## src/fcpd_pkg.sv

```systemverilog
// Package of constants and types for the floppy command parameter decoder
// ---------------------------------------------
// Operation
// ---------------------------------------------
// Operation
// - With implied seek enabled, seek to command cylinder before cylinder-bearing read/write
// - Final sector number marks the last sector of the track in multi-sector runs
// - Gap parameter alters second gap length only in perpendicular mode
// - Inter-sector gap length sets gap between sectors, sync field excluded
// - Head select picks side 0 or 1, matched against sector ID head
// - After head load, wait the head-load interval before read or write
// - Unload head once head-unload interval elapses after execution ends
// - Lock decides whether software reset restores FIFO enable, threshold, precomp track
// - Density one selects MFM, zero selects FM
// - Multi-track runs head 0 sectors then continues at first sector of head 1
// - Sector size is 128 times two to the size code, codes up to 07
// - Size code 00 gives 128-byte sectors, transfer length from special sector length
// - FIFO enable is active low, disabled by default
// - Short special length: reads drop the remainder, writes pad zeros, CRC covers all
package fcpd_pkg;

	// ---------------------------------------------
	// Bus map
	// ---------------------------------------------
	localparam logic [7:0]  ADDR_CONFIG  = 8'h00;
	localparam logic [7:0]  ADDR_COMMAND = 8'h04;
	localparam logic [7:0]  ADDR_TRACK   = 8'h08;
	localparam logic [7:0]  ADDR_TIMING  = 8'h0C;
	localparam logic [7:0]  ADDR_CONTROL = 8'h10;
	localparam logic [7:0]  ADDR_STATUS  = 8'h14;
	localparam logic [7:0]  ADDR_SECTOR  = 8'h18;

	// ---------------------------------------------
	// Field positions
	// ---------------------------------------------
	localparam int CFG_FIFO_EN_N  = 0;
	localparam int CFG_THR_LSB    = 8;
	localparam int CFG_PRE_LSB    = 16;
	localparam int CFG_LOCK       = 24;
	localparam int CFG_SEEK_EN    = 25;
	localparam int CFG_PERP       = 26;
	localparam int CMD_START      = 31;
	localparam int CMD_WRITE      = 30;
	localparam int CMD_MT         = 29;
	localparam int CMD_MFM        = 28;
	localparam int CMD_HEAD       = 27;
	localparam int CTL_SW_RESET   = 0;
	localparam int CTL_SEC_DONE   = 1;
	localparam int CTL_SEEK_DONE  = 2;

	// ---------------------------------------------
	// Reset values and timing
	// ---------------------------------------------
	localparam logic       FIFO_EN_N_RST = 1'b1;
	localparam logic [3:0] FIFO_THR_RST  = 4'h0;
	localparam logic [7:0] PRECOMP_START_TRACK_RST    = 8'h00;
	localparam logic [7:0] SPEC_LEN_RST  = 8'hFF;
	localparam logic [7:0] GAP_RST       = 8'h1B;
	localparam int         CLK_MHZ       = 250;
	localparam int         TICK_US       = 1;
	localparam int         TICK_CYCLES   = CLK_MHZ * TICK_US;
	localparam logic [2:0] SIZE_CODE_MAX = 3'h7;
	localparam logic [15:0] BASE_SECTOR  = 16'h0080;

	typedef enum {FCPD_IDLE, FCPD_SEEK, FCPD_LOAD, FCPD_XFER, FCPD_HOLD} fcpd_state_t;

	typedef struct packed {
		logic       fifo_enable_n;
		logic [3:0] fifo_threshold;
		logic [7:0] precomp_start_track;
	} fcpd_lockable_t;

	typedef struct packed {
		logic       write_op;
		logic       multi_track_flag;
		logic       mfm;
		logic       head_select;
		logic [7:0] cylinder;
		logic [7:0] first_sector;
		logic [7:0] final_sector_number;
		logic [2:0] size_code;
		logic [7:0] special_sector_length;
	} fcpd_cmd_t;

endpackage : fcpd_pkg

```

## src/fcpd_delay.sv

```systemverilog
// Interval down-counter driven by a tick enable
`timescale 1ns/10ps
module fcpd_delay
	import fcpd_pkg::*;
#(
	parameter int W = 8
) (
	input  wire logic         sys_clk,
	input  wire logic         rst_n,
	input  wire logic         tick,
	input  wire logic         load,
	input  wire logic [W-1:0] value,
	output logic              done
);
	typedef struct packed {
		logic [W-1:0] count;
		logic         busy;
	} fcpd_dly_t;

	fcpd_dly_t st_reg;
	fcpd_dly_t st_next;

	always_comb begin
		st_next = st_reg;
		done    = st_reg.busy && st_reg.count == '0;
		if (load) begin
			st_next.count = value;
			st_next.busy  = 1'b1;
		end else if (done) begin
			st_next.busy = 1'b0;
		end else if (st_reg.busy && tick) begin
			st_next.count = st_reg.count - 1'b1;
		end
	end

	always_ff @(posedge sys_clk or negedge rst_n) begin
		if (!rst_n) begin
			st_reg <= '0;
		end else begin
			st_reg <= st_next;
		end
	end

endmodule : fcpd_delay

```

## src/fcpd_top.sv

```systemverilog
// AHB-Lite slave sequencing floppy command parameters for one transfer
`timescale 1ns/10ps
module fcpd_top
	import fcpd_pkg::*;
(
	input  wire logic        sys_clk,
	input  wire logic        reset_n,
	input  wire logic        hsel,
	input  wire logic [31:0] haddr,
	input  wire logic [1:0]  htrans,
	input  wire logic        hwrite,
	input  wire logic [2:0]  hsize,
	input  wire logic [31:0] hwdata,
	input  wire logic        hready,
	output logic      [31:0] hrdata,
	output logic             hreadyout,
	output logic             hresp,
	output logic             head_load,
	output logic             head_select,
	output logic             seek_req,
	output logic      [7:0]  seek_cylinder,
	output logic             mfm_mode,
	output logic             xfer_active,
	output logic             write_active,
	output logic      [7:0]  cur_sector,
	output logic      [15:0] sector_bytes,
	output logic      [15:0] host_bytes,
	output logic      [7:0]  gap3_len,
	output logic      [7:0]  gap2_len,
	output logic             fifo_enable_n,
	output logic      [3:0]  fifo_threshold,
	output logic      [7:0]  precomp_start_track
);
	// ---------------------------------------------
	// Reset release
	// ---------------------------------------------
	logic [1:0] rst_sync_reg;
	logic       rst_n;

	always_ff @(posedge sys_clk or negedge reset_n) begin
		if (!reset_n) begin
			rst_sync_reg <= 2'b00;
		end else begin
			rst_sync_reg <= {rst_sync_reg[0], 1'b1};
		end
	end
	assign rst_n = rst_sync_reg[1];

	// ---------------------------------------------
	// State
	// ---------------------------------------------
	typedef struct packed {
		fcpd_state_t    state;
		fcpd_lockable_t lockable;
		logic           lock;
		logic           seek_en;
		logic           perp;
		fcpd_cmd_t      cmd;
		logic [7:0]     head_load_delay;
		logic [7:0]     head_unload_delay;
		logic [7:0]     inter_sector_gap_length;
		logic [7:0]     gap;
		logic [7:0]     sector;
		logic           head;
		logic           head_loaded;
		logic [8:0]     tick_cnt;
		logic           ph_valid;
		logic           ph_write;
		logic [7:0]     ph_addr;
		logic [31:0]    rdata;
	} fcpd_regs_t;

	fcpd_regs_t st_reg;
	fcpd_regs_t st_next;

	logic tick;
	logic hlt_load;
	logic hlt_done;
	logic hut_load;
	logic hut_done;

	assign tick = st_reg.tick_cnt == 9'(TICK_CYCLES - 1);

	// Head-load and head-unload intervals counted in microsecond ticks
	fcpd_delay #(.W(8)) u_hlt (
		.sys_clk(sys_clk),
		.rst_n  (rst_n),
		.tick   (tick),
		.load   (hlt_load),
		.value  (st_reg.head_load_delay),
		.done   (hlt_done)
	);

	fcpd_delay #(.W(8)) u_hut (
		.sys_clk(sys_clk),
		.rst_n  (rst_n),
		.tick   (tick),
		.load   (hut_load),
		.value  (st_reg.head_unload_delay),
		.done   (hut_done)
	);

	// ---------------------------------------------
	// Next state
	// ---------------------------------------------
	logic [31:0] wd;
	logic        addr_ok;
	logic        last_sec;
	logic        sw_rst;

	always_comb begin
		st_next  = st_reg;
		wd       = hwdata;
		hlt_load = 1'b0;
		hut_load = 1'b0;
		st_next.tick_cnt = tick ? 9'h000 : st_reg.tick_cnt + 9'h001;
		last_sec = st_reg.sector == st_reg.cmd.final_sector_number;
		addr_ok  = hsel && htrans[1] && hready;
		sw_rst   = st_reg.ph_valid && st_reg.ph_write && st_reg.ph_addr == ADDR_CONTROL
			&& wd[CTL_SW_RESET];
		st_next.ph_valid = addr_ok;
		if (addr_ok) begin
			st_next.ph_write = hwrite;
			st_next.ph_addr  = haddr[7:0];
		end
		// Registers are read one cycle after the address phase, no wait states
		if (addr_ok && !hwrite) begin
			case (haddr[7:0])
				ADDR_CONFIG: st_next.rdata = {5'h00, st_reg.perp, st_reg.seek_en, st_reg.lock,
					st_reg.lockable.precomp_start_track, 4'h0, st_reg.lockable.fifo_threshold,
					7'h00, st_reg.lockable.fifo_enable_n};
				ADDR_TIMING: st_next.rdata = {st_reg.gap, st_reg.inter_sector_gap_length, st_reg.head_unload_delay, st_reg.head_load_delay};
				ADDR_STATUS: st_next.rdata = {17'h00000, st_reg.head_loaded, st_reg.head,
					3'(st_reg.state), st_reg.sector, 2'b00};
				default:     st_next.rdata = 32'h0000_0000;
			endcase
		end
		if (st_reg.ph_valid && st_reg.ph_write) begin
			case (st_reg.ph_addr)
				ADDR_CONFIG: begin
					st_next.lockable.fifo_enable_n       = wd[CFG_FIFO_EN_N];
					st_next.lockable.fifo_threshold      = wd[CFG_THR_LSB +: 4];
					st_next.lockable.precomp_start_track = wd[CFG_PRE_LSB +: 8];
					st_next.lock    = wd[CFG_LOCK];
					st_next.seek_en = wd[CFG_SEEK_EN];
					st_next.perp    = wd[CFG_PERP];
				end
				ADDR_TIMING: begin
					st_next.head_load_delay = wd[7:0];
					st_next.head_unload_delay = wd[15:8];
					st_next.inter_sector_gap_length = wd[23:16];
					st_next.gap = wd[31:24];
				end
				ADDR_TRACK: begin
					st_next.cmd.cylinder            = wd[7:0];
					st_next.cmd.first_sector        = wd[15:8];
					st_next.cmd.final_sector_number = wd[23:16];
				end
				ADDR_SECTOR: begin
					st_next.cmd.special_sector_length = wd[7:0];
				end
				ADDR_COMMAND: if (wd[CMD_START] && st_reg.state == FCPD_IDLE) begin
					st_next.cmd.write_op         = wd[CMD_WRITE];
					st_next.cmd.multi_track_flag = wd[CMD_MT];
					st_next.cmd.mfm              = wd[CMD_MFM];
					st_next.cmd.head_select      = wd[CMD_HEAD];
					st_next.cmd.size_code        = wd[2:0];
					st_next.sector = st_reg.cmd.first_sector;
					st_next.head   = wd[CMD_HEAD];
					st_next.state  = st_reg.seek_en ? FCPD_SEEK : FCPD_LOAD;
				end
				ADDR_CONTROL: begin
					if (wd[CTL_SW_RESET]) begin
						st_next.state = FCPD_IDLE;
						// Dropping the head makes the next command wait a full load interval
						st_next.head_loaded = 1'b0;
						if (!st_reg.lock) begin
							st_next.lockable = '{FIFO_EN_N_RST, FIFO_THR_RST, PRECOMP_START_TRACK_RST};
						end
					end else if (wd[CTL_SEEK_DONE] && st_reg.state == FCPD_SEEK) begin
						st_next.state = FCPD_LOAD;
					end else if (wd[CTL_SEC_DONE] && st_reg.state == FCPD_XFER) begin
						if (!last_sec) begin
							st_next.sector = st_reg.sector + 8'h01;
						end else if (st_reg.cmd.multi_track_flag && !st_reg.head) begin
							st_next.head   = 1'b1;
							st_next.sector = st_reg.cmd.first_sector;
						end else begin
							st_next.state = FCPD_HOLD;
							hut_load      = 1'b1;
						end
					end
				end
				default: begin
				end
			endcase
		end
		// Software reset outranks sequencing, else a finishing load could still enter XFER
		case (sw_rst ? FCPD_IDLE : st_reg.state)
			FCPD_LOAD: begin
				if (!st_reg.head_loaded) begin
					st_next.head_loaded = 1'b1;
					hlt_load = 1'b1;
				end else if (hlt_done || st_reg.head_loaded && !hlt_load && st_reg.head_load_delay == 8'h00) begin
					st_next.state = FCPD_XFER;
				end
			end
			FCPD_HOLD: begin
				if (hut_done) begin
					st_next.head_loaded = 1'b0;
					st_next.state       = FCPD_IDLE;
				end
			end
			default: begin
			end
		endcase
	end

	always_ff @(posedge sys_clk or negedge rst_n) begin
		if (!rst_n) begin
			st_reg          <= '0;
			st_reg.state    <= FCPD_IDLE;
			st_reg.lockable <= '{FIFO_EN_N_RST, FIFO_THR_RST, PRECOMP_START_TRACK_RST};
			st_reg.inter_sector_gap_length      <= GAP_RST;
			st_reg.gap      <= GAP_RST;
			st_reg.cmd.special_sector_length <= SPEC_LEN_RST;
		end else begin
			st_reg <= st_next;
		end
	end

	// ---------------------------------------------
	// Outputs
	// ---------------------------------------------
	assign hrdata        = st_reg.rdata;
	assign hreadyout     = 1'b1;
	assign hresp         = 1'b0;
	assign head_load     = st_reg.head_loaded;
	assign head_select   = st_reg.head;
	assign seek_req      = st_reg.state == FCPD_SEEK;
	assign seek_cylinder = st_reg.cmd.cylinder;
	assign mfm_mode      = st_reg.cmd.mfm;
	assign xfer_active   = st_reg.state == FCPD_XFER;
	assign write_active  = xfer_active && st_reg.cmd.write_op;
	assign cur_sector    = st_reg.sector;
	assign sector_bytes  = BASE_SECTOR << st_reg.cmd.size_code;
	// Remainder beyond this is read and dropped, or written as zeros; CRC spans sector_bytes
	assign host_bytes    = (st_reg.cmd.size_code == 3'h0) ?
		((st_reg.cmd.special_sector_length < 8'h80) ?
			{8'h00, st_reg.cmd.special_sector_length} : BASE_SECTOR) : sector_bytes;
	assign gap3_len      = st_reg.inter_sector_gap_length;
	assign gap2_len      = st_reg.perp ? st_reg.gap : GAP_RST;
	assign fifo_enable_n       = st_reg.lockable.fifo_enable_n;
	assign fifo_threshold      = st_reg.lockable.fifo_threshold;
	assign precomp_start_track = st_reg.lockable.precomp_start_track;

	// ---------------------------------------------
	// Checks
	// ---------------------------------------------
	property p_seek_first;
		@(posedge sys_clk) disable iff (!rst_n)
		(st_reg.state == FCPD_IDLE && st_next.state != FCPD_IDLE && st_reg.seek_en) |=> seek_req;
	endproperty
	a_seek_first: assert property (p_seek_first) else $error("No seek before transfer");

	property p_size;
		@(posedge sys_clk) disable iff (!rst_n)
		$onehot(sector_bytes) && sector_bytes >= BASE_SECTOR
			&& (st_reg.cmd.size_code != SIZE_CODE_MAX || sector_bytes == 16'h4000);
	endproperty
	a_size: assert property (p_size) else $error("Sector size wrong");

	property p_fifo_default;
		@(posedge sys_clk) $rose(rst_n) |-> fifo_enable_n;
	endproperty
	a_fifo_default: assert property (p_fifo_default) else $error("FIFO not disabled");

	property p_lock_keep;
		@(posedge sys_clk) disable iff (!rst_n)
		(st_reg.lock && st_reg.ph_valid && st_reg.ph_write && st_reg.ph_addr == ADDR_CONTROL
			&& hwdata[CTL_SW_RESET]) |=> $stable(precomp_start_track);
	endproperty
	a_lock_keep: assert property (p_lock_keep) else $error("Locked value lost");

	property p_load_wait;
		@(posedge sys_clk) disable iff (!rst_n)
		$rose(head_load) && st_reg.head_load_delay > 8'h01 |-> !xfer_active [*8];
	endproperty
	a_load_wait: assert property (p_load_wait) else $error("Transfer before load time");

	property p_gap2;
		@(posedge sys_clk) disable iff (!rst_n)
		!st_reg.perp |-> gap2_len == GAP_RST;
	endproperty
	a_gap2: assert property (p_gap2) else $error("Gap 2 altered outside perpendicular");

	property p_mt_wrap;
		@(posedge sys_clk) disable iff (!rst_n)
		(xfer_active && $rose(head_select)) |->
			st_reg.cmd.multi_track_flag && cur_sector == st_reg.cmd.first_sector;
	endproperty
	a_mt_wrap: assert property (p_mt_wrap) else $error("Head 1 not started at first sector");

	property p_swr_unload;
		@(posedge sys_clk) disable iff (!rst_n)
		sw_rst |=> !head_load && !xfer_active && !seek_req;
	endproperty
	a_swr_unload: assert property (p_swr_unload) else $error("Head still loaded after reset");

endmodule : fcpd_top

```

## config.mk

```make
export PLATFORM = sky130hd
export DESIGN_NAME = fcpd_top
export DESIGN_NICKNAME = d
export VERILOG_FILES = /design/src/fcpd_pkg.sv /design/src/fcpd_delay.sv /design/src/fcpd_top.sv
export SDC_FILE = /design/constraint.sdc
export NUM_CORES = 1
export LEC_CHECK = 0
export ABC_AREA = 1
export BUFFER_PORTS_ARGS = -buffer_cell sky130_fd_sc_hd__buf_2
export CORE_ASPECT_RATIO = 0.5
export CORE_MARGIN = 2
export CORE_UTILIZATION = 30
export DETAILED_ROUTE_END_ITERATION = 6
export HOLD_SLACK_MARGIN = 0.05
export PLACE_DENSITY = 0.49
export SETUP_SLACK_MARGIN = 0.2
export SYNTH_ARGS = -nofsm -noshare
export SYNTH_HDL_FRONTEND = slang
export SYNTH_SLANG_ARGS = --single-unit
```

## constraint.sdc

```tcl
create_clock -name sys_clk -period 7.26 [get_ports sys_clk]
set_input_delay 0.363 -clock sys_clk [delete_from_list [all_inputs] [get_ports sys_clk]]
set_output_delay 0.363 -clock sys_clk [all_outputs]
set_load 0.02 [all_outputs]
```

Word level (Yosys, flattened, before mapping)
Cells that the tools add are included.
Word-level totals
  output and inout bits: 117
  word-level logic and storage cells: 165
  input port bits: 74
  flip-flop bits (word level): 200
Cells by class
  equal/unequal tests: 24
  shift-type cells: 1
  reduce and logical (&&, ||, !) cells: 42
  add/sub/neg operators: 4
  magnitude comparators: 1
  muxes and demuxes: 60
Operators with widths (number)
  $mux 32: 11
  $mux 129: 1
  $pmux 32 s2: 2
  $pmux 32 s3: 1
  $mux 9: 8
  $eq 32x2->1 const B: 2
  $eq 32x3->1 const B: 2
  $mux 8: 8
  $logic_not 8->1: 5
  $logic_not 32->1: 1
  $mux 13: 2
  $pmux 13 s2: 1
  $eq 8x4->1 const B: 3
  $eq 8x5->1 const B: 3
  $mux 24: 1
  $pmux 9 s2: 1
  $logic_and 1x1->1: 16
  $mux 1: 16
  $mux 16: 1
  $ne 2x2->1 const B: 8
  $shl 8x3->16 const A: 1
  $sub 8x1->8 const B: 2
  $reduce_and 2->1: 6
  $reduce_bool 2->1: 6
  19 further kinds: 24

Logic depth before layout (Yosys ltp)
  depth in word-level cells: 12
  mapped depth: 13
  gate-level depth less buffers: 13

Hierarchy
From an unflattened synthesis, not the netlist that was laid out.
Second synthesis, totals
  cells, all modules: 1320
  area total of the unflattened synthesis: 10426.2 sq um
By module, submodules not included
  fcpd_top: cells each 1116, sequential area each 4550.6 sq um, area an instance 8964.8 sq um, times used 1
  fcpd_delay: cells each 102, sequential area each 225.2 sq um, area an instance 730.7 sq um, times used 2

Worst setup path after synthesis
Ideal clock, no wire load.
  path type: flip-flop to output port
  from: reg st_reg[102] (netlist bit)
  to: out host_bytes[0]
  path slack: 5.195 ns
  data required time: 6.897 ns
  cell stages (with the launch flop): 5
  arrival: 1.702 ns
  path buffers: 1
  cell sequence: dfrtp_1 > clkbuf_1 > nor3_1 > nand2_1 > nor2_1
Between the ends
  longest elaborated chain between the ends: 2
  elaborated cells between the ends (all ways): 3
  those cells by class: shift (1); mux (1); reduce/logical (1)
Ends and longest elaborated chain
  start, declared: RTL line fcpd_top.sv:73  | fcpd_regs_t st_reg;
  start signal, assigned: RTL line fcpd_top.sv:228  | st_reg <= st_next;
  $shl 8x3->16 or $logic_not 3->1 (tied branches): RTL line fcpd_top.sv:246, fcpd_top.sv:248
  $mux 16 *: RTL line fcpd_top.sv:248  | assign host_bytes = (st_reg.cmd.size_code == 3'h0) ?
  end, declared: RTL line fcpd_top.sv:27  | output logic [15:0] host_bytes,
Mark *: on every way between the ends. The rest lies on a longest branch, timed or not.

==> results.txt <==
The layout overhead on the synthesized area is 11.9%. The kind of start point of the critical path is a flip-flop. Global routing finished with a remaining overflow of 0.

The final worst clock skew is between 0.015 and 0.02 ns. The final weighted congestion of routability-driven global placement came out at slightly above 0.8. The average wire per cell in the routed design is between 10 and 15 microns. The met1 usage in global routing is 0.218. Setup repair after global routing left no endpoint under its margin. The H-tree generated during clock tree synthesis spans 4 levels. The routing usage on met2 came out at 0.247. The flip-flop count of the largest register, all copies and words added is approximately 110. The synthesis-stage register bit count came out at approximately 200. Counting the buffers created by CTS gives 17. The antenna diode count came out at 0. The via count of the first global-routing pass came out at 7697. Subtracting the final worst setup slack from the clock period gives ~2.4 ns. The clock latency on the worst-skew pair is roughly 0.45 ns. The worst ir drop on vdd is 0.156 mV.

The total count of max-transition violations in the final report was 0. Counting stages on the worst path, the most repeated cell is sky130_fd_sc_hd__nor2_4. The port buffer count is 151. The required arrival time at the worst endpoint came out at ~7.6 ns. The die outline area is between 0.03 and 0.04 sq mm. The number of top-level pins came out at approximately 190. The number of DRC markers after the initial detailed-route iteration came out at about 540. The critical path data arrival time is between 2 and 3 ns. The layer flagged by global routing as most heavily used is met2. Each instance of the synthesized netlist takes up on average ~8.0 sq um. The hold path depth is 3. The min-delay analysis places its worst path in the category in -> reg. For this design the ratio of total power to cell area is around 260 mW/mm^2. The mapped netlist covers a little over 0.01 sq mm. The vertical die dimension came out at ~130 microns.

The portion of synthesized cell area occupied by the leading cell type came out at 0.445. For this run, global-route usage on met3 was measured as 0.0255. The total of max-cap violations is 0. The half-perimeter wire length after detailed placement is between 15 and 20 mm. The root buffer cell chosen for the clock tree is sky130_fd_sc_hd__clkbuf_16.

The ratio of final minimum period to clock period came out at 0.329. TritonCTS built the clock tree. In the post-synthesis netlist, the biggest area contributors are sky130_fd_sc_hd__dfrtp_1 (44%), sky130_fd_sc_hd__nand2_1 (12%), sky130_fd_sc_hd__inv_1 (7.1%). The number of detailed-routing iterations run before antenna repair is 5. The final worst-path setup slack came out at between 4 and 5 ns. The first-pass GRT wire length came out at between 40 and 50 mm. The cell taking the most area after synthesis is sky130_fd_sc_hd__dfrtp_1. The number of antenna violations at the first check in global routing is 0. The number of instances in the placed design is between 1.5k and 2k. Along the worst path, the maximum fanout reaches 29. Once layout is complete, the utilization of the core stands at 0.343. The routed layout has roughly 8.0k vias.

The cell depth of the worst setup path came out at 6. The finished layout holds ~1.8k standard cells, fillers aside. The count of synthesis-stage warnings from yosys came out at 0. The number of different library cells in the post-synthesis netlist is 42. The final-stage net count came out at roughly 1.4k.

The total routing usage reported by global routing came out at 0.155. The initial standard-cell utilization of the core is 0.307. The vias per cell came out at about 4.5. The clock edge transition at the registers on the reported setup and hold paths came out at ~0.07 ns. The share of layout cells above drive strength 1 is 0.191. The cell family contributing the most delay on the critical path is simple AND/OR/NAND/NOR gates. The final number of hold-violating endpoints is 0. Of the synthesized area, sequential elements account for 0.489.

The static leakage power came out at around 6.5 nW. Total power for the finished layout comes to roughly 2.9 mW. The run finished with clean final reports. The number of buffer and inverter instances along the worst setup path is 1. The critical path goes through nor2_4 > nand3_2 > nor2_4 > nand3_1 > nand2_1 > inv_1. The number of placement rows is 47. From left edge to right edge, the die measures roughly 270 microns. The worst setup path is captured at a flip-flop. For the final routed database, the setup TNS stands at 0 ns. The worst-case headroom to the max-slew limit came out at 0.265. For the pin with the worst max-slew slack, the measured transition is approximately 1.1 ns. The standard cell core area is ~0.033 sq mm. After detailed routing, the number of remaining DRC violations is 0.

Setup violations remaining at the end of the flow were counted as 0. The pre-CTS setup slack is between 4 and 5 ns. The post-route antenna net violation count came out at 0.

The top achievable clock speed is about 420 MHz. The setup fix buffers added after clock tree synthesis is 0. Entering global routing, the biggest net connects ~180 pins. The critical setup path kind is reg -> reg. The cell count after synthesis came out at between 1k and 1.5k. The clock passes through at most 2 buffers. The peak per-stage delay on the critical path is ~0.85 ns. The number of cells on the worst reg-to-reg path is 6. For this design, the slowest cell found on the critical path is sky130_fd_sc_hd__nand3_1.

The wire length reported by the detailed router is 27.0 mm. The total number of clock tree sinks is around 200.
## area by class of cell
type	count	area [sq um]
Clock buffer	19	453
Clock inverter	12	149
Fill cell	3507	21900
Inverter	200	752
Multi-Input combinational cell	771	3720
Sequential cell	199	5000
Tap cell	441	552
Timing Repair Buffer	158	823
## tightest hold or removal path, stage by stage
cell and delay (ns):
sky130_fd_sc_hd__buf_2 0.10, sky130_fd_sc_hd__inv_1 0.05, sky130_fd_sc_hd__o21ai_0 0.08
## per-stage QoR
| step | hold slack, ns | cell area [sq um] |
|---|---|---|
| after floorplan | 0.0674 | 10300 |
| final | 0.158 | 11400 |
| after CTS | 0.132 | 11400 |
| after global placement | 0.148 | 10800 |
| after detailed placement | 0.149 | 10800 |
| after global routing | 0.162 | 11400 |
## timing repair
| action | in CTS | in global routing |
|---|---|---|
| hold buffers | 1 | 0 |
| endpoints found under the hold margin | 2 | 0 |
| gates resized for setup | 0 | 0 |
## synth_stat cells (all sizes together)
cell and n:
nand2 348, inv 198, dfrtp 182, o21ai 138
nor2 111, buf 94, nand3 46, clkbuf 27
nor3 21, o22ai 19, dfstp 17, a21oi 16
xor2 13, xnor2 12, nand4 11, o31ai 6
ha 5, o21bai 4, nor4 3, clkinv 2
conb 2, or2 2, a211oi 1, nor3b 1
o211ai 1, o21a 1
## report_power, final
| part | switching (mW) | internal (mW) | leakage, nW |
|---|---|---|---|
| logic | 0.387 | 0.198 | 3.91 |
| clock network | 0.431 | 0.558 | 0.299 |
| registers | 0.118 | 1.23 | 2.29 |
## path summary, 6_finish.rpt
| kind | startpoint | end | slack, ns |
|---|---|---|---|
| min reg2reg | rst_sync_reg[1]$_DFF_PN0_ | st_reg[103]$_DFFE_PN0P_ | 0.23 |
| min in group asynchronous | reset_n | rst_sync_reg[1]$_DFF_PN0_ | 0.23 |
| max | st_reg[33]$_DFFE_PN0P_ | st_reg[175]$_DFF_PN0_ | 4.87 |
| min | hwdata[28] | st_reg[65]$_DFFE_PN1P_ | 0.16 |
| max reg2reg | st_reg[33]$_DFFE_PN0P_ | st_reg[175]$_DFF_PN0_ | 4.87 |
| max in group asynchronous | rst_sync_reg[1]$_DFF_PN0_ | mfm_mode$_DFFE_PN0P_ | 5.68 |
## cell usage in the layout, fill, tap and decap left out, types with 9 or more instances in the layout
cell type                     n
sky130_fd_sc_hd__a21oi_1     16
sky130_fd_sc_hd__buf_2      151
sky130_fd_sc_hd__clkbuf_16   17
sky130_fd_sc_hd__conb_1      12
sky130_fd_sc_hd__dfrtp_1    181
sky130_fd_sc_hd__dfstp_2     17
sky130_fd_sc_hd__inv_1      194
sky130_fd_sc_hd__nand2_1    336
sky130_fd_sc_hd__nand2_2     10
sky130_fd_sc_hd__nand3_1     36
sky130_fd_sc_hd__nand3_2      9
sky130_fd_sc_hd__nand4_1     10
sky130_fd_sc_hd__nor2_1      91
sky130_fd_sc_hd__nor2_2       9
sky130_fd_sc_hd__nor2_4      10
sky130_fd_sc_hd__nor3_1      21
sky130_fd_sc_hd__o21ai_0    129
sky130_fd_sc_hd__o22ai_1     19
sky130_fd_sc_hd__xnor2_1     12
sky130_fd_sc_hd__xor2_1      13
## layer usage
metal / wire, microns / vias up
li1: - / 4005
met1: 13300 / 3883
met2: 12500 / 136
met3: 888 / 20
met4: 340 / 0
met5: 0 / -
## logic make-up (layout without fill, tap and decap cells)
group	Yosys count	in the layout	synth area share
compound gates	186	186	0.0983
xor+xnor	25	25	0.0214
fa+ha+maj	5	5	0.00611
buf+inv	321	389	0.152
flops	199	199	0.489
other cells	2	12	0.000734
simple gates	543	543	0.233
Power figures use the tool's default switching activity.
